`src/pkg/irqf_defs.svh`:
```
// Summary of operation
// RULE1: 8-bit flag register at 0xC0, resets zero
// RULE2: auto-clear flags cleared when core vectors
// RULE3: bit 7 set on timer2 reload, sticky
// RULE4: bit 6 set on timer2 overflow, sticky
// RULE5: bit 4 usb event, auto-cleared on vector
// RULE6: bit 3 usb wakeup, auto-cleared on vector
// RULE7: bit 2 either spi done, auto-cleared
// RULE8: bit 0 radio link ready, software cleared
// RULE9: spi sources combined, enables at 0xA6
// RULE10: bit 1 radio event, software cleared
`ifndef IRQF_DEFS_SVH
`define IRQF_DEFS_SVH
// ----------------------------------------
// register map (byte addresses, word aligned except the spi enables at 0xA6)
// ----------------------------------------
`define IRQF_ADDR_W            8
`define IRQF_OFS_FLAGS         8'hC0
`define IRQF_OFS_SPI_EN        8'hA6
`define IRQF_OFS_STATUS        8'hD0
`define IRQF_OFS_MASK          8'hD4
`define IRQF_OFS_VECTOR        8'hD8
`define IRQF_RST_FLAGS         8'h00
`define IRQF_RST_SPI_EN        2'h1
`define IRQF_RST_MASK          8'h00
// ----------------------------------------
// flag bit positions
// ----------------------------------------
`define IRQF_BIT_T2_RELOAD     7
`define IRQF_BIT_T2_OVF        6
`define IRQF_BIT_WAKEUP        5
`define IRQF_BIT_USB_EVT       4
`define IRQF_BIT_USB_WAKE      3
`define IRQF_BIT_SPI           2
`define IRQF_BIT_RADIO_EVT     1
`define IRQF_BIT_RADIO_RDY     0
// flags cleared by hardware on vectoring
`define IRQF_AUTO_CLR_MASK     8'h3C
`define IRQF_SPI_EN_MASTER     1
`define IRQF_SPI_EN_SLAVE      0
`endif

```
`src/pkg/irqf_pkg.sv`:
```
package irqf_pkg;
  typedef logic [7:0] irqf_flags_t;
  typedef enum logic [1:0] {IRQF_IDLE, IRQF_WAIT} irqf_bus_e;
endpackage

```
`src/rtl/irqf_flag_bit.sv`:
```
`timescale 1ns/1ps
`default_nettype none
module irqf_flag_bit
(
  input  wire logic CLK_IN,
  input  wire logic RST_IN,
  input  wire logic set_in,
  input  wire logic clr_in,
  output var  logic flag_out
);
  // set wins over any clear in the same cycle
  always_ff @(posedge CLK_IN or posedge RST_IN)
  begin
    if (RST_IN)
      flag_out <= 1'b0;
    else if (set_in)
      flag_out <= 1'b1;
    else if (clr_in)
      flag_out <= 1'b0;
  end
endmodule
`default_nettype wire

```
`src/rtl/irqf_top.sv`:
```
// Our own choice: the Avalon-MM slave port.
`timescale 1ns/1ps
`default_nettype none
`include "irqf_defs.svh"
module irqf_top
  import irqf_pkg::*;
(
  input  wire logic       CLK_IN,
  input  wire logic       RST_IN,
  input  wire logic [7:0] AVS_ADDRESS_IN,
  input  wire logic       AVS_READ_IN,
  input  wire logic       AVS_WRITE_IN,
  input  wire logic [31:0] AVS_WRITEDATA_IN,
  input  wire logic [3:0] AVS_BYTEENABLE_IN,
  output logic [31:0]     AVS_READDATA_OUT,
  output logic            AVS_WAITREQUEST_OUT,
  input  wire logic       T2_RELOAD_IN,
  input  wire logic       T2_OVF_IN,
  input  wire logic       WAKEUP_IN,
  input  wire logic       USB_EVT_IN,
  input  wire logic       USB_WAKE_IN,
  input  wire logic       SPI_MASTER_DONE_IN,
  input  wire logic       SPI_SLAVE_DONE_IN,
  input  wire logic       RADIO_EVT_IN,
  input  wire logic       RADIO_RDY_IN,
  input  wire logic       VECTOR_ACK_IN,
  input  wire logic [2:0] VECTOR_BIT_IN,
  output logic [7:0]      FLAGS_OUT,
  output logic            SPI_REQ_OUT,
  output logic            IRQ_OUT
);
  // ----------------------------------------
  // input synchronisers
  // ----------------------------------------
  logic [8:0] src_meta_q;
  logic [8:0] src_sync_q;
  logic [8:0] src_prev_q;
  always_ff @(posedge CLK_IN or posedge RST_IN)
  begin
    if (RST_IN)
    begin
      src_meta_q <= 9'h000;
      src_sync_q <= 9'h000;
      src_prev_q <= 9'h000;
    end
    else
    begin
      src_meta_q <= {T2_RELOAD_IN, T2_OVF_IN, WAKEUP_IN, USB_EVT_IN, USB_WAKE_IN,
                     SPI_MASTER_DONE_IN, SPI_SLAVE_DONE_IN, RADIO_EVT_IN, RADIO_RDY_IN};
      src_sync_q <= src_meta_q;
      src_prev_q <= src_sync_q;
    end
  end
  logic [8:0] src_rise;
  logic [8:0] src_fall;
  assign src_rise = src_sync_q & ~src_prev_q;
  assign src_fall = ~src_sync_q & src_prev_q;
  // ----------------------------------------
  // bus slave: one wait cycle per access
  // ----------------------------------------
  irqf_bus_e bus_q;
  logic      acc;
  logic      wr_acc;
  logic      rd_acc;
  assign acc    = (AVS_READ_IN | AVS_WRITE_IN) & (bus_q == IRQF_WAIT);
  assign wr_acc = acc & AVS_WRITE_IN & AVS_BYTEENABLE_IN[0];
  assign rd_acc = acc & AVS_READ_IN;
  always_ff @(posedge CLK_IN or posedge RST_IN)
  begin
    if (RST_IN)
      bus_q <= IRQF_IDLE;
    else
    begin
      unique case (bus_q)
        IRQF_IDLE: if (AVS_READ_IN | AVS_WRITE_IN) bus_q <= IRQF_WAIT;
        IRQF_WAIT: bus_q <= IRQF_IDLE;
      endcase
    end
  end
  always_ff @(posedge CLK_IN or posedge RST_IN)
  begin
    if (RST_IN)
      AVS_WAITREQUEST_OUT <= 1'b1;
    else
      AVS_WAITREQUEST_OUT <= !((AVS_READ_IN | AVS_WRITE_IN) && bus_q == IRQF_IDLE);
  end
  logic wr_flags;
  logic wr_spi_en;
  logic wr_status;
  logic wr_mask;
  assign wr_flags  = wr_acc && AVS_ADDRESS_IN == `IRQF_OFS_FLAGS;
  assign wr_spi_en = wr_acc && AVS_ADDRESS_IN == `IRQF_OFS_SPI_EN;
  assign wr_status = wr_acc && AVS_ADDRESS_IN == `IRQF_OFS_STATUS;
  assign wr_mask   = wr_acc && AVS_ADDRESS_IN == `IRQF_OFS_MASK;
  // ----------------------------------------
  // spi source enables and combined line
  // ----------------------------------------
  logic [1:0] spi_en_q;
  always_ff @(posedge CLK_IN or posedge RST_IN)
  begin
    if (RST_IN)
      spi_en_q <= `IRQF_RST_SPI_EN;
    else if (wr_spi_en)
      spi_en_q <= AVS_WRITEDATA_IN[1:0]; // RULE9
  end
  logic spi_any;
  // either edge of an enabled spi done source counts
  assign spi_any = (spi_en_q[`IRQF_SPI_EN_MASTER] & (src_rise[3] | src_fall[3]))
                 | (spi_en_q[`IRQF_SPI_EN_SLAVE] & (src_rise[2] | src_fall[2])); // RULE9
  // ----------------------------------------
  // flag set and clear terms
  // ----------------------------------------
  irqf_flags_t flag_set;
  irqf_flags_t flag_clr;
  irqf_flags_t flags;
  irqf_flags_t vec_clr;
  always_comb
  begin
    flag_set = 8'h00;
    flag_set[`IRQF_BIT_T2_RELOAD] = src_rise[8]; // RULE3
    flag_set[`IRQF_BIT_T2_OVF]    = src_rise[7]; // RULE4
    flag_set[`IRQF_BIT_WAKEUP]    = src_rise[6];
    flag_set[`IRQF_BIT_USB_EVT]   = src_rise[5]; // RULE5
    flag_set[`IRQF_BIT_USB_WAKE]  = src_rise[4]; // RULE6
    flag_set[`IRQF_BIT_SPI]       = spi_any; // RULE7
    flag_set[`IRQF_BIT_RADIO_EVT] = src_rise[1] | src_fall[1]; // RULE10
    flag_set[`IRQF_BIT_RADIO_RDY] = src_rise[0]; // RULE8
  end
  always_comb
  begin
    vec_clr = 8'h00;
    if (VECTOR_ACK_IN)
      vec_clr[VECTOR_BIT_IN] = 1'b1;
    // only auto-clear flags drop on vectoring
    vec_clr = vec_clr & `IRQF_AUTO_CLR_MASK; // RULE2
  end
  // software writes zero to clear any flag
  assign flag_clr = vec_clr | (wr_flags ? ~AVS_WRITEDATA_IN[7:0] : 8'h00); // RULE3 RULE4 RULE8 RULE10
  genvar gi;
  generate
    for (gi = 0; gi < 8; gi++)
    begin : g_flag
      irqf_flag_bit u_bit
      (
        .CLK_IN   (CLK_IN),
        .RST_IN   (RST_IN),
        .set_in   (flag_set[gi]),
        .clr_in   (flag_clr[gi]),
        .flag_out (flags[gi])
      ); // RULE1
    end
  endgenerate
  // ----------------------------------------
  // interrupt status and mask
  // ----------------------------------------
  irqf_flags_t status_q;
  irqf_flags_t mask_q;
  always_ff @(posedge CLK_IN or posedge RST_IN)
  begin
    if (RST_IN)
      status_q <= 8'h00;
    else
      status_q <= flag_set | (status_q & ~(wr_status ? AVS_WRITEDATA_IN[7:0] : 8'h00));
  end
  always_ff @(posedge CLK_IN or posedge RST_IN)
  begin
    if (RST_IN)
      mask_q <= `IRQF_RST_MASK;
    else if (wr_mask)
      mask_q <= AVS_WRITEDATA_IN[7:0];
  end
  // ----------------------------------------
  // outputs and read data
  // ----------------------------------------
  always_ff @(posedge CLK_IN or posedge RST_IN)
  begin
    if (RST_IN)
    begin
      FLAGS_OUT   <= `IRQF_RST_FLAGS;
      SPI_REQ_OUT <= 1'b0;
      IRQ_OUT     <= 1'b0;
    end
    else
    begin
      FLAGS_OUT   <= flags;
      SPI_REQ_OUT <= flags[`IRQF_BIT_SPI]; // RULE9
      IRQ_OUT     <= |(status_q & mask_q);
    end
  end
  logic [7:0] rd_mux;
  always_comb
  begin
    unique case (AVS_ADDRESS_IN)
      `IRQF_OFS_FLAGS:  rd_mux = flags; // RULE1
      `IRQF_OFS_SPI_EN: rd_mux = {6'h00, spi_en_q};
      `IRQF_OFS_STATUS: rd_mux = status_q;
      `IRQF_OFS_MASK:   rd_mux = mask_q;
      default:          rd_mux = 8'h00;
    endcase
  end
  always_ff @(posedge CLK_IN or posedge RST_IN)
  begin
    if (RST_IN)
      AVS_READDATA_OUT <= 32'h0000_0000;
    else if (AVS_READ_IN && bus_q == IRQF_IDLE)
      AVS_READDATA_OUT <= {24'h00_0000, rd_mux};
  end
  // ----------------------------------------
  // bus checks
  // ----------------------------------------
  logic [1:0] wait_low_q;
  always_ff @(posedge CLK_IN or posedge RST_IN)
  begin
    if (RST_IN)
      wait_low_q <= 2'h0;
    else if (AVS_WAITREQUEST_OUT)
      wait_low_q <= 2'h0;
    else if (wait_low_q != 2'h3)
      wait_low_q <= wait_low_q + 2'h1;
  end
  AST_WAIT_ANSWER: assert property (@(posedge CLK_IN) disable iff (RST_IN)
    (AVS_READ_IN | AVS_WRITE_IN) && bus_q == IRQF_IDLE
    |=> !AVS_WAITREQUEST_OUT)
    else $error("no answer after request");
  AST_WAIT_LOW_ONE: assert property (@(posedge CLK_IN) disable iff (RST_IN)
    1'b1
    |-> wait_low_q <= 2'h1)
    else $error("waitrequest low too long");
  AST_RD_ACC: assert property (@(posedge CLK_IN) disable iff (RST_IN)
    rd_acc
    |-> !AVS_WAITREQUEST_OUT)
    else $error("read completed while waiting");
  AST_WR_ACC: assert property (@(posedge CLK_IN) disable iff (RST_IN)
    wr_acc
    |-> !AVS_WAITREQUEST_OUT)
    else $error("write completed while waiting");
  AST_RDATA_UPPER: assert property (@(posedge CLK_IN) disable iff (RST_IN)
    1'b1
    |-> AVS_READDATA_OUT[31:8] == 24'h00_0000)
    else $error("read data upper bits not zero");
  AST_SPI_EN_WRITE: assert property (@(posedge CLK_IN) disable iff (RST_IN) // RULE9
    wr_spi_en
    |=> spi_en_q == $past(AVS_WRITEDATA_IN[1:0]))
    else $error("spi enable write lost");
  AST_MASK_WRITE: assert property (@(posedge CLK_IN) disable iff (RST_IN)
    wr_mask
    |=> mask_q == $past(AVS_WRITEDATA_IN[7:0]))
    else $error("mask write lost");
  // ----------------------------------------
  // status and interrupt checks
  // ----------------------------------------
  AST_STATUS_SET: assert property (@(posedge CLK_IN) disable iff (RST_IN)
    flag_set != 8'h00
    |=> (status_q & $past(flag_set)) == $past(flag_set))
    else $error("status bit not set by event");
  AST_STATUS_W1C: assert property (@(posedge CLK_IN) disable iff (RST_IN)
    wr_status && flag_set == 8'h00
    |=> (status_q & $past(AVS_WRITEDATA_IN[7:0])) == 8'h00)
    else $error("status bit not cleared by write");
  AST_IRQ_HIGH: assert property (@(posedge CLK_IN) disable iff (RST_IN)
    (status_q & mask_q) != 8'h00
    |=> IRQ_OUT)
    else $error("interrupt missing");
  AST_IRQ_LOW: assert property (@(posedge CLK_IN) disable iff (RST_IN)
    (status_q & mask_q) == 8'h00
    |=> !IRQ_OUT)
    else $error("interrupt without cause");
  // ----------------------------------------
  // flag checks
  // ----------------------------------------
  AST_RESET_ZERO: assert property (@(posedge CLK_IN) // RULE1
    $fell(RST_IN)
    |-> flags == 8'h00)
    else $error("flags not zero after reset");
  AST_FLAGS_COPY: assert property (@(posedge CLK_IN) disable iff (RST_IN) // RULE1
    1'b1
    |=> FLAGS_OUT == $past(flags))
    else $error("flag output differs from register");
  AST_FLAGS_HOLD: assert property (@(posedge CLK_IN) disable iff (RST_IN)
    flag_set == 8'h00 && flag_clr == 8'h00
    |=> flags == $past(flags))
    else $error("flags changed without cause");
  AST_AUTO_CLR: assert property (@(posedge CLK_IN) disable iff (RST_IN) // RULE2
    VECTOR_ACK_IN && VECTOR_BIT_IN inside {3'h2, 3'h3, 3'h4, 3'h5} && !flag_set[VECTOR_BIT_IN]
    |=> !flags[$past(VECTOR_BIT_IN)])
    else $error("auto-clear flag survived vectoring");
  AST_WAKEUP: assert property (@(posedge CLK_IN) disable iff (RST_IN) // RULE2
    src_rise[6]
    |=> flags[5])
    else $error("wakeup flag not set");
  AST_T2_RELOAD: assert property (@(posedge CLK_IN) disable iff (RST_IN) // RULE3
    src_rise[8]
    |=> flags[7])
    else $error("reload flag not set");
  AST_VEC_KEEP_T2: assert property (@(posedge CLK_IN) disable iff (RST_IN) // RULE3
    VECTOR_ACK_IN && VECTOR_BIT_IN[2:1] == 2'h3 && !wr_flags
    |=> (flags[7:6] & $past(flags[7:6])) == $past(flags[7:6]))
    else $error("timer flag cleared by vectoring");
  AST_SW_CLEAR: assert property (@(posedge CLK_IN) disable iff (RST_IN) // RULE3
    wr_flags && flag_set == 8'h00
    |=> (flags & ~$past(AVS_WRITEDATA_IN[7:0])) == 8'h00)
    else $error("software clear lost");
  AST_T2_OVF: assert property (@(posedge CLK_IN) disable iff (RST_IN) // RULE4
    src_rise[7]
    |=> flags[6])
    else $error("overflow flag not set");
  AST_T2_STICKY: assert property (@(posedge CLK_IN) disable iff (RST_IN) // RULE4
    flags[7] && flags[6] && !wr_flags
    |=> flags[7] && flags[6])
    else $error("timer flag lost without software clear");
  AST_USB_EVT: assert property (@(posedge CLK_IN) disable iff (RST_IN) // RULE5
    $rose(src_sync_q[5])
    |=> flags[4])
    else $error("usb flag not set");
  AST_USB_WAKE: assert property (@(posedge CLK_IN) disable iff (RST_IN) // RULE6
    $rose(src_sync_q[4])
    |=> flags[3])
    else $error("usb wake flag not set");
  AST_SPI: assert property (@(posedge CLK_IN) disable iff (RST_IN) // RULE7
    spi_any
    |=> flags[2] ##1 SPI_REQ_OUT)
    else $error("spi flag or line missing");
  AST_RDY_SET: assert property (@(posedge CLK_IN) disable iff (RST_IN) // RULE8
    src_rise[0]
    |=> flags[0])
    else $error("ready flag not set");
  AST_RADIO_RDY: assert property (@(posedge CLK_IN) disable iff (RST_IN) // RULE8
    flags[0] && !wr_flags
    |=> flags[0])
    else $error("ready flag cleared by hardware");
  AST_VEC_KEEP_RADIO: assert property (@(posedge CLK_IN) disable iff (RST_IN) // RULE8
    VECTOR_ACK_IN && VECTOR_BIT_IN[2:1] == 2'h0 && !wr_flags
    |=> (flags[1:0] & $past(flags[1:0])) == $past(flags[1:0]))
    else $error("radio flag cleared by vectoring");
  AST_SPI_OFF: assert property (@(posedge CLK_IN) disable iff (RST_IN) // RULE9
    spi_en_q == 2'h0
    |-> !spi_any)
    else $error("spi event with both sources off");
  AST_SPI_LINE: assert property (@(posedge CLK_IN) disable iff (RST_IN) // RULE9
    1'b1
    |=> SPI_REQ_OUT == $past(flags[`IRQF_BIT_SPI]))
    else $error("combined spi line differs from flag");
  AST_RADIO_SET: assert property (@(posedge CLK_IN) disable iff (RST_IN) // RULE10
    src_rise[1] || src_fall[1]
    |=> flags[1])
    else $error("radio flag not set");
  AST_RADIO_EVT: assert property (@(posedge CLK_IN) disable iff (RST_IN) // RULE10
    flags[1] && !wr_flags
    |=> flags[1])
    else $error("radio flag cleared by hardware");
endmodule
`default_nettype wire

```
`config.mk`:
```
export PLATFORM = sky130hd
export DESIGN_NAME = irqf_top
export DESIGN_NICKNAME = d
export VERILOG_FILES = /design/src/pkg/irqf_pkg.sv /design/src/rtl/irqf_flag_bit.sv /design/src/rtl/irqf_top.sv
export VERILOG_INCLUDE_DIRS = /design/src /design/src/pkg
export SDC_FILE = /design/constraint.sdc
export NUM_CORES = 1
export LEC_CHECK = 0
export ABC_CLOCK_PERIOD_IN_PS = 2400
export BUFFER_PORTS_ARGS = -buffer_cell sky130_fd_sc_hd__buf_2
export CAP_MARGIN = 10
export CORE_UTILIZATION = 44
export CTS_CLUSTER_DIAMETER = 30
export CTS_CLUSTER_SIZE = 12
export DETAILED_ROUTE_END_ITERATION = 8
export PLACE_DENSITY_LB_ADDON = 0.3
export SLEW_MARGIN = 20
export SYNTH_ARGS = -nofsm -noshare
export SYNTH_HDL_FRONTEND = slang
export SYNTH_SLANG_ARGS = --single-unit
```
`constraint.sdc`:
```
create_clock -name CLK_IN -period 2.4 [get_ports CLK_IN]
set_input_delay 0.48 -clock CLK_IN [delete_from_list [all_inputs] [get_ports CLK_IN]]
set_output_delay 0.48 -clock CLK_IN [all_outputs]
set_load 0.1 [all_outputs]
```
==> impl_metrics.csv, run 1 <==
group,metric,value,unit
synthesis,synth_top_area_share,61.70,%
route,dr.pass1.iters,4,
global_route,grt_pass1_vias,1592,
sta,finalMaxSlewViolations,0,
route,wl_per_cell,13.35,um
min_path,min_path_type,"in -> async",
sta,rsz0062_at_grt,"false",
run,drv_cap,0,
global_route,antenna_found_initial,0,
sta,relSlewSlack,64.05,%
worst_setup_path,cp-end-kind,"flip-flop",
global_route,grtUsageMet2,25.21,%
floorplanning,rows,28,
worst_setup_path,worstReg2RegEnd,"g_flag[7].u_bit.flag_out",
synthesis,synth_enable_flop_cells,0,
synthesis,yosys-top-cells-area,"dfrtp_1 (62%), buf_4 (6.6%), mux2_2 (4.8%), nand2_1 (2.5%), o21ai_0 (2.5%)",
sta,max_freq,543.3,MHz
route,drt_iter0_markers,63,
sta,tns,0,ps
layout,final_common_cell,"dfrtp_1",
clocking,cts-buffers-inserted,9,
layout,antenna_cells,0,
synthesis,ys_types,38,
layout,multi_input_area,874.6,um2
clocking,clockRootBuffer,"clkbuf_8",
worst_setup_path,timing.reg2reg.setup_slack,840,ps
sta,final_hold_viol_count,0,
route,drc,0,
place,routabilityCongestion,0.7188,
global_route,busiest_layer,"met2",
worst_setup_path,path_buf_inv,1,
clocking,clock_latency,330,ps
power_and_ir_drop,fin_total_pwr,2.628,mW
synthesis,synth_area,2839,um2
worst_setup_path,reg2reg_depth,4,
worst_setup_path,worstPathRequired,2600,ps
clocking,clk_pin_slew,70,ps
floorplanning,io_pins,104,
clocking,cts_tree,"built",
place,numPortBuffers,52,
global_route,grt_overflow,0,
synthesis,ys_seq_elements,72,
power_and_ir_drop,power.density,795.6,nW/um2
sta,setup_violations,0,
worst_setup_path,crit_fanout,7,
clocking,cts_hold_buf,0,
floorplanning,die_y,82.33,um
worst_setup_path,critical_path.slowest_cell,"or4_1",
sta,min_period,1841,ps
place,place_hpwl,3686,um
floorplanning,die_area,6777,um2
sta,post-route-period-util,76.69,%
layout,regArea,1804,um2
sta,finClkSkew,9.841,ps
global_route,grt_pass1_wl,7948,um
layout,drive_gt1_share,30.61,%
clocking,post_cts_buffers,0,
layout,n_fill_cell,552,
sta,worstMarginPinSlew,534.3,ps
worst_setup_path,crit_chain,"buf_2, or3b_1, or4_1, o21ai_0, o21ai_0",
route,num_vias,1796,
worst_setup_path,slowest_delay,660,ps
clocking,post_cts_resized,0,
route,routed_wl,4925,um
synthesis,synthCells,229,
worst_setup_path,start_kind,"primary input",
global_route,grt_max_degree,36,
status,outcome,"complete, no violations",
layout,final_cell_mix,"dfrtp_1 (70), buf_2 (52), conb_1 (24)",
synthesis,yosysWarnings,0,
worst_setup_path,cp_common_cell,"o21ai_0",
power_and_ir_drop,leakagePower,1.564,nW
worst_setup_path,crit_path_end,"g_flag[7].u_bit.flag_out",
global_route,grt_util_met1,22.02,%
clocking,clockBufferDepth,2,
worst_setup_path,critPathArrivalTime,2040,ps
clocking,clock-sinks,72,
floorplanning,coreArea,6061,um2
layout,final_nets,350,
floorplanning,start_util,46.84,%
worst_setup_path,criticalPathCategory,"in -> reg",
layout,syn2layout_area_growth,16.35,%
route,vias_per_cell,4.867,
global_route,grt.total_usage,16.29,%
worst_setup_path,setup.worst_path.start,"AVS_ADDRESS_IN[5]",
clocking,htree_levels,3,
worst_setup_path,r2r_start,"bus_q[0]",
synthesis,synthArstFlopShare,100.0,%
worst_setup_path,cp_top_family,"simple AND/OR/NAND/NOR gates",
global_route,met3_usage,2.747,%
synthesis,yosysTopAreaCell,"dfrtp_1",
floorplanning,die_width,82.33,um
worst_setup_path,cp_num_cells,5,
route,ant_nets,0,
power_and_ir_drop,ir_drop,0.0003653,V
synthesis,syn_avg_cell_area,12.40,um2
synthesis,seq_area_frac_synth,63.55,%
synthesis,ys.flop_type,"dfrtp_1",
-- through the flow --
stage | util (%) | cell area (um2) | worst slack [ps] | hold WS, ps | cells
2_1_floorplan | - | 2925 | 98.39 | 331.2 | 252
3_3_place_gp | 51.36 | 3113 | 252.3 | 331.6 | 353
3_5_place_dp | 51.36 | 3113 | 215.5 | 334.7 | 353
4_1_cts | 54.50 | 3303 | 591.1 | 152.1 | 369
5_1_grt | 54.50 | 3303 | 461.2 | 165.5 | 369
6_report | 54.50 | 3303 | 559.4 | 147.8 | 369
-- cell usage after synthesis, types with 2 or more instances --
master / n
dfrtp_1: 70
buf_4: 25
nand2_1: 19
o21ai_0: 14
mux2_2: 12
inv_1: 10
nor2_1: 8
a22oi_1: 7
a21oi_1: 6
mux2i_1: 6
o2bb2ai_1: 6
nand2b_1: 4
o221ai_1: 4
o21ai_1: 3
xor2_1: 3
a21o_1: 2
buf_2: 2
clkbuf_1: 2
dfstp_2: 2
nand3_1: 2
nand3b_1: 2
nand4_1: 2
nor3b_1: 2
o22ai_1: 2
-- where the power goes --
| group | leakage (nW) | total, mW | switching (mW) | internal, mW |
|---|---|---|---|---|
| logic | 0.641 | 0.430 | 0.362 | 0.0677 |
| clock network | 0.100 | 0.912 | 0.408 | 0.504 |
| registers | 0.823 | 1.29 | 0.0239 | 1.26 |
| total | 1.56 | 2.63 | 0.794 | 1.83 |
-- worst min-delay path by stage --
stage             startpoint             to  depth (start not counted)
3_5_place_dp   src_meta_q[4]  src_sync_q[4]                          0
4_1_cts               RST_IN  src_meta_q[6]                          2
6_report              RST_IN  src_meta_q[6]                          2
5_1_grt               RST_IN  src_meta_q[6]                          2
2_1_floorplan  src_meta_q[0]  src_sync_q[0]                          0
3_3_place_gp   src_meta_q[6]  src_sync_q[6]                          0
-- flip-flops by register name, summed over array words and instances, names as in the netlist --
register and flops:
AVS_READDATA_OUT 8, AVS_WAITREQUEST_OUT 1, FLAGS_OUT 8, IRQ_OUT 1
bus_q 1, g_flag.u_bit.flag_out 8, mask_q 8, spi_en_q 2
src_meta_q 9, src_prev_q 9, src_sync_q 9, status_q 8
-- cell families (layout without fill, tap and decap cells) --
| kind of cell | Yosys count | in the layout | synth area share (%) |
|---|---|---|---|
| AOI/OAI and AO/OA | 45 | 45 | 10.31 |
| xor gates and xnor gates | 3 | 3 | 0.9257 |
| buffers and inverters | 40 | 82 | 8.682 |
| DFF | 72 | 72 | 63.55 |
| muxes | 18 | 18 | 6.875 |
| other | 1 | 24 | 0.1321 |
| and+or+nand+nor | 50 | 50 | 9.520 |
-- routing by layer --
metal | part of all wire (%) | vias up
met5 | 0 | -
met4 | 1.5 | 0
met3 | 4.5 | 7
met2 | 49 | 55
met1 | 45 | 865
li1 | - | 869
-- cell type report --
cell class	instances	area share (%)
sequential	72	54.62
multi-input combinational	140	26.48
timing repair buffer	56	9.167
clock buffer	12	4.394
tap	75	2.841
clock inverter	4	1.364
inverter	10	1.136
Power figures use the tool's default switching activity.
==> run 2, diff against run 1 <==
Settings changed: ABC_CLOCK_PERIOD_IN_PS 2400 to 1600.
Clock period 2.4 ns to 1.6 ns, I/O delays scaled along.
==> run 2 against run 1 <==
Design area grew 4.3%. Global-route usage grew 1.7 points. Flip-flop and latch count is the same. Combinational power grew 55%. Critical endpoint is now g_flag[6].u_bit.flag_out.
==> impl_metrics.csv, run 2 (same netlist as run 1, synthesis figures left out) <==
group,metric,value,unit
status,outcome,"complete, no violations",
layout,final_nets,361,
clocking,htree_levels,3,
worst_setup_path,critPathArrivalTime,1750,ps
route,drc,0,
global_route,grt_overflow,0,
sta,max_freq,652.6,MHz
sta,setup_ws,67.75,ps
worst_setup_path,slowest_delay,500,ps
floorplanning,coreArea,6061,um2
floorplanning,die_y,82.33,um
layout,stdcell_area,3445,um2
layout,final_util,56.83,%
sta,relSlewSlack,64.85,%
place,place_hpwl,3751,um
place,routabilityCongestion,0.7794,
min_path,min_path_type,"in -> async",
worst_setup_path,reg2reg_depth,5,
clocking,clk_pin_slew,70,ps
power_and_ir_drop,ir_drop,0.0007133,V
floorplanning,start_util,46.84,%
clocking,cts_hold_buf,0,
sta,final_hold_viol_count,0,
route,routed_wl,5142,um
sta,min_period,1532,ps
worst_setup_path,crit_chain,"buf_2, or3b_4, or4_1, buf_4, o21ai_0, o21ai_0",
floorplanning,io_pins,104,
route,vias_per_cell,4.761,
worst_setup_path,worstPathRequired,1820,ps
route,drt_iter0_markers,100,
sta,finClkSkew,5.011,ps
sta,setup_violations,0,
power_and_ir_drop,fin_total_pwr,4.156,mW
layout,final_cell_mix,"dfrtp_1 (69), buf_2 (51), conb_1 (24)",
run,drv_cap,0,
sta,finalMaxSlewViolations,0,
route,dr.pass1.iters,4,
clocking,clockRootBuffer,"clkbuf_8",
sta,post-route-period-util,95.77,%
power_and_ir_drop,power.density,1207,nW/um2
global_route,antenna_found_initial,0,
layout,reg.largest.list,"src_meta_q x9, src_prev_q x9, src_sync_q x9",
clocking,clock-sinks,72,
route,ant_nets,0,
worst_setup_path,cp_top_family,"simple AND/OR/NAND/NOR gates",
sta,worstMarginPinSlew,526.2,ps
layout,final_common_cell,"dfrtp_1",
place,postPlaceCellArea,3209,um2
clocking,clockBufferDepth,2,
layout,drive_gt1_share,34.75,%
place,numPortBuffers,52,
global_route,grt_pass1_wl,8542,um
floorplanning,rows,28,
global_route,grt.total_usage,17.97,%
sta,rsz0062_at_grt,"false",
worst_setup_path,critical_path.slowest_cell,"or4_1",
worst_setup_path,cp-end-kind,"flip-flop",
place,pre_cts_slack,-287.6,ps
layout,syn2layout_area_growth,21.33,%
clocking,cts-buffers-inserted,9,
clocking,cts_tree,"built",
route,wl_per_cell,13.53,um
floorplanning,die_width,82.33,um
clocking,clock_latency,340,ps
worst_setup_path,criticalPathCategory,"in -> reg",
sta,tns,0,ps
clocking,post_cts_buffers,0,
route,num_vias,1809,
worst_setup_path,start_kind,"primary input",
power_and_ir_drop,leakagePower,1.603,nW
worst_setup_path,cp_num_cells,6,
global_route,grt_max_degree,26,
worst_setup_path,path_buf_inv,2,
global_route,grt_pass1_vias,1832,
worst_setup_path,cp_common_cell,"o21ai_0",
worst_setup_path,crit_fanout,7,
floorplanning,die_area,6777,um2
layout,antenna_cells,0,
==> run 2: cell count changes in the layout (fill, tap and decap cells not counted), sizes merged <==
cell      previous run  this run
buf                 56        67
bufinv               1         2
clkbuf              12         9
clkinv               3         2
clkinvlp             0         4
inv                 10         9
==> run 2: repair_timing <==
| action | CTS | global route |
|---|---|---|
| setup endpoints to repair | 1 | 4 |
| resized for setup | 1 | 2 |
| pin swaps | 0 | 0 |
==> run 2: power breakdown <==
part | internal, mW | switching (mW)
clock network | 0.876 | 0.681
registers | 1.89 | 0.0376
logic | 0.118 | 0.550
==> run 2: cell type report <==
cell class | count | area (um2)
Clock buffer | 9 | 123.9
Fill cell | 556 | 2616
Inverter | 10 | 41.29
Timing Repair Buffer | 67 | 387.9
Tap cell | 75 | 93.84
Clock inverter | 7 | 96.34
Multi-Input combinational cell | 140 | 895.9
Sequential cell | 72 | 1805
==> run 2: path summary, 6_finish.rpt <==
check / startpoint / to / slack, ps
max in group asynchronous: RST_IN / src_prev_q[0] / 1050
min in group CLK_IN: SPI_SLAVE_DONE_IN / src_meta_q[2] / 80
setup reg to reg: bus_q[0] / g_flag[6].u_bit.flag_out / 130
setup / recovery: AVS_ADDRESS_IN[0] / g_flag[6].u_bit.flag_out / 70
hold reg to reg: src_meta_q[0] / src_sync_q[0] / 350
hold / removal: RST_IN / src_prev_q[6] / 20
==> run 2: worst reg2reg max path, delay by kind of cell (launching register included) <==
family                 cells  cell delay, ps
and+or+nand+nor            2             490
DFF                        1             410
AOI/OAI and AO/OA          2             270
buffers and inverters      1             180
==> run 2: per-stage QoR <==
| stage | hold slack (ps) | instances |
|---|---|---|
| 2_1_floorplan | 331.2 | 252 |
| 3_3_place_gp | 331.8 | 364 |
| 3_5_place_dp | 334.7 | 364 |
| 4_1_cts | 19.89 | 380 |
| 5_1_grt | 40.24 | 380 |
| 6_report | 16.10 | 380 |
==> run 2: per-layer routing <==
metal | part of all wire [%] | vias to the layer above | global-route usage [%]
met3 | 4.3 | 8 | 4.396
met2 | 50 | 47 | 29.67
met1 | 44 | 867 | 21.22
met5 | 0 | - | 0
li1 | - | 887 | -
met4 | 1.8 | 0 | 10.70
==> run 3, diff against run 2 <==
Settings changed: ABC_AREA set to 1, CORE_UTILIZATION 44 to 45.
==> run 3 against run 2 <==
Register-to-register slack improved by 200 ps. Critical endpoint is now AVS_WAITREQUEST_OUT. Sequential power barely moved. Die area rose by 3.0%. Wire length fell by 0.62%.
==> impl_metrics.csv, run 3 <==
group,metric,value,unit
route,num_vias,2027,
global_route,grt.total_usage,17.03,%
sta,post-route-period-util,91.05,%
clocking,cts_hold_buf,0,
floorplanning,die_width,83.54,um
synthesis,synth_enable_flop_cells,0,
status,outcome,"complete, no violations",
floorplanning,io_pins,104,
floorplanning,die_y,83.54,um
place,routabilityCongestion,0.7871,
floorplanning,rows,29,
synthesis,ys.flop_type,"dfrtp_1",
sta,finalMaxSlewViolations,0,
sta,rsz0062_at_grt,"false",
layout,n_fill_cell,567,
clocking,cts_tree,"built",
synthesis,synth_top_area_share,58.55,%
sta,setup_ws,143.2,ps
power_and_ir_drop,power.density,1163,nW/um2
power_and_ir_drop,ir_drop,0.0008068,V
worst_setup_path,cp-end-kind,"output port",
worst_setup_path,crit_chain,"buf_4",
route,wl_per_cell,11.61,um
layout,final_util,54.39,%
floorplanning,start_util,46.85,%
synthesis,synthArstFlopShare,100.0,%
floorplanning,die_area,6978,um2
global_route,grt_overflow,0,
layout,final_cell_mix,"nand2_1 (73), dfrtp_1 (69), buf_2 (51)",
layout,final_nets,419,
sta,tns,0,ps
global_route,antenna_found_initial,0,
clocking,htree_levels,3,
synthesis,ys_seq_elements,72,
global_route,grt_util_met1,22.66,%
floorplanning,coreArea,6386,um2
global_route,grt_max_degree,73,
place,postPlaceCellArea,3264,um2
clocking,cts-buffers-inserted,9,
min_path,min_path_type,"in -> async",
clocking,clockBufferDepth,2,
route,dr.pass1.iters,4,
sta,min_period,1457,ps
global_route,grtUsageMet2,24.96,%
worst_setup_path,critical_path.slowest_cell,"dfstp_2",
layout,antenna_cells,0,
worst_setup_path,critPathArrivalTime,1140,ps
synthesis,yosysMostFrequentCell,"nand2_1",
run,drv_cap,0,
synthesis,synth_area,2992,um2
synthesis,yosysTopAreaCell,"dfrtp_1",
synthesis,syn_avg_cell_area,10.11,um2
global_route,grt_pass1_vias,2001,
route,vias_per_cell,4.607,
layout,multi_input_area,947.2,um2
place,numPortBuffers,52,
layout,drive_gt1_share,27.00,%
worst_setup_path,start_kind,"flip-flop",
layout,stdcell_area,3473,um2
route,drc,0,
clocking,clockRootBuffer,"clkbuf_8",
synthesis,synthTopCellsByCount,"nand2_1 (73), dfrtp_1 (70), nand3_1 (38)",
clocking,clock_latency,340,ps
layout,syn2layout_area_growth,16.10,%
clocking,clk_pin_slew,70,ps
route,drt_iter0_markers,164,
sta,final_hold_viol_count,0,
layout,regArea,1805,um2
synthesis,yosys-top-cells-area,"dfrtp_1 (59%), nand2_1 (9.2%), buf_4 (6.5%), nand3_1 (6.4%), o21ai_1 (3.5%)",
route,ant_nets,0,
synthesis,seq_area_frac_synth,60.31,%
synthesis,ys_types,22,
synthesis,yosysWarnings,0,
worst_setup_path,worstPathRequired,1280,ps
sta,finClkSkew,6.073,ps
worst_setup_path,slowest_delay,520,ps
global_route,grt_pass1_wl,9170,um
worst_setup_path,cp_top_family,"flip-flops",
clocking,clock-sinks,72,
sta,setup_violations,0,
place,pre_cts_slack,235.4,ps
layout,final_common_cell,"nand2_1",
route,routed_wl,5110,um
global_route,met3_usage,6.429,%
global_route,busiest_layer,"met2",
synthesis,synthCells,296,
worst_setup_path,criticalPathCategory,"reg -> out",
power_and_ir_drop,leakagePower,1.755,nW
sta,max_freq,686.4,MHz
layout,reg.largest.list,"src_meta_q x9, src_prev_q x9, src_sync_q x9",
worst_setup_path,path_buf_inv,1,
worst_setup_path,crit_fanout,1,
place,place_hpwl,3561,um
[run 3: cell count changes after synthesis, moves of 6 or more]
cell,change
a22oi_1,-7
inv_1,+15
mux2_2,-12
mux2i_1,-6
nand2_1,+54
nand3_1,+36
o21ai_0,-14
o21ai_1,+18
o21ai_2,+8
o2bb2ai_1,-6
[run 3: tightest hold or removal path, delay by kind of cell]
kind                   cells  cell delay (ps)
buffers and inverters      3              480
[run 3: what timing repair did]
item / 4_1_cts / 5_1_grt
gates resized for setup: 1 / 0
endpoints found under the setup margin: 1 / 0
buffers inserted: 0 / 0
[run 3: cells by family (layout without fill, tap and decap cells)]
kind of cell           after synthesis  in the layout  synth area share [%]
AND/OR/NAND/NOR                    131            131                 21.33
flip-flops                          72             72                 60.31
buffers and inverters               57            101                 10.92
AO/OA/AOI/OAI                       34             34                 7.027
other                                1             24                0.1254
XOR/XNOR                             1              1                0.2928
[run 3: worst paths after layout]
check	from	end	slack (ps)	depth (start not counted)
setup / recovery	AVS_WAITREQUEST_OUT	AVS_WAITREQUEST_OUT	140	1
hold / removal	RST_IN	src_sync_q[5]	60	3
setup reg to reg	bus_q[0]	status_q[0]	330	5
hold reg to reg	src_meta_q[2]	src_sync_q[2]	350	0
max in group asynchronous	RST_IN	spi_en_q[0]	1200	3
min in group CLK_IN	T2_OVF_IN	src_meta_q[7]	70	1
[run 3: final cells by class]
class | count | area share, %
clock buffers | 11 | 4.359
clock inverters | 5 | 1.585
inverters | 29 | 3.242
multi-input cells | 190 | 27.27
flip-flops and latches | 72 | 51.98
well taps | 77 | 2.774
repair buffers | 56 | 8.790
[run 3: power by group]
group	leakage (nW)	internal, mW	total, mW	switching, mW
combinational	0.832	0.0900	0.653	0.563
clock	0.101	0.799	1.46	0.657
sequential	0.821	1.89	1.93	0.0367
total	1.76	2.78	4.04	1.26
[run 3: through the flow]
step                total power [mW]  cells  hold WS (ps)
global placement               2.613    424         331.4
detailed placement             2.623    424         334.7
global route                   4.220    440         43.71
CTS                            4.105    440         53.22
finish                         4.040    440         56.10
floorplan                      2.558    319         331.2
[run 3: metal layers]
metal  wire (um)  part of all wire [%]
met5           0                     0
met4          70                   1.4
met3         225                   4.4
met2        2422                    47
met1        2392                    47
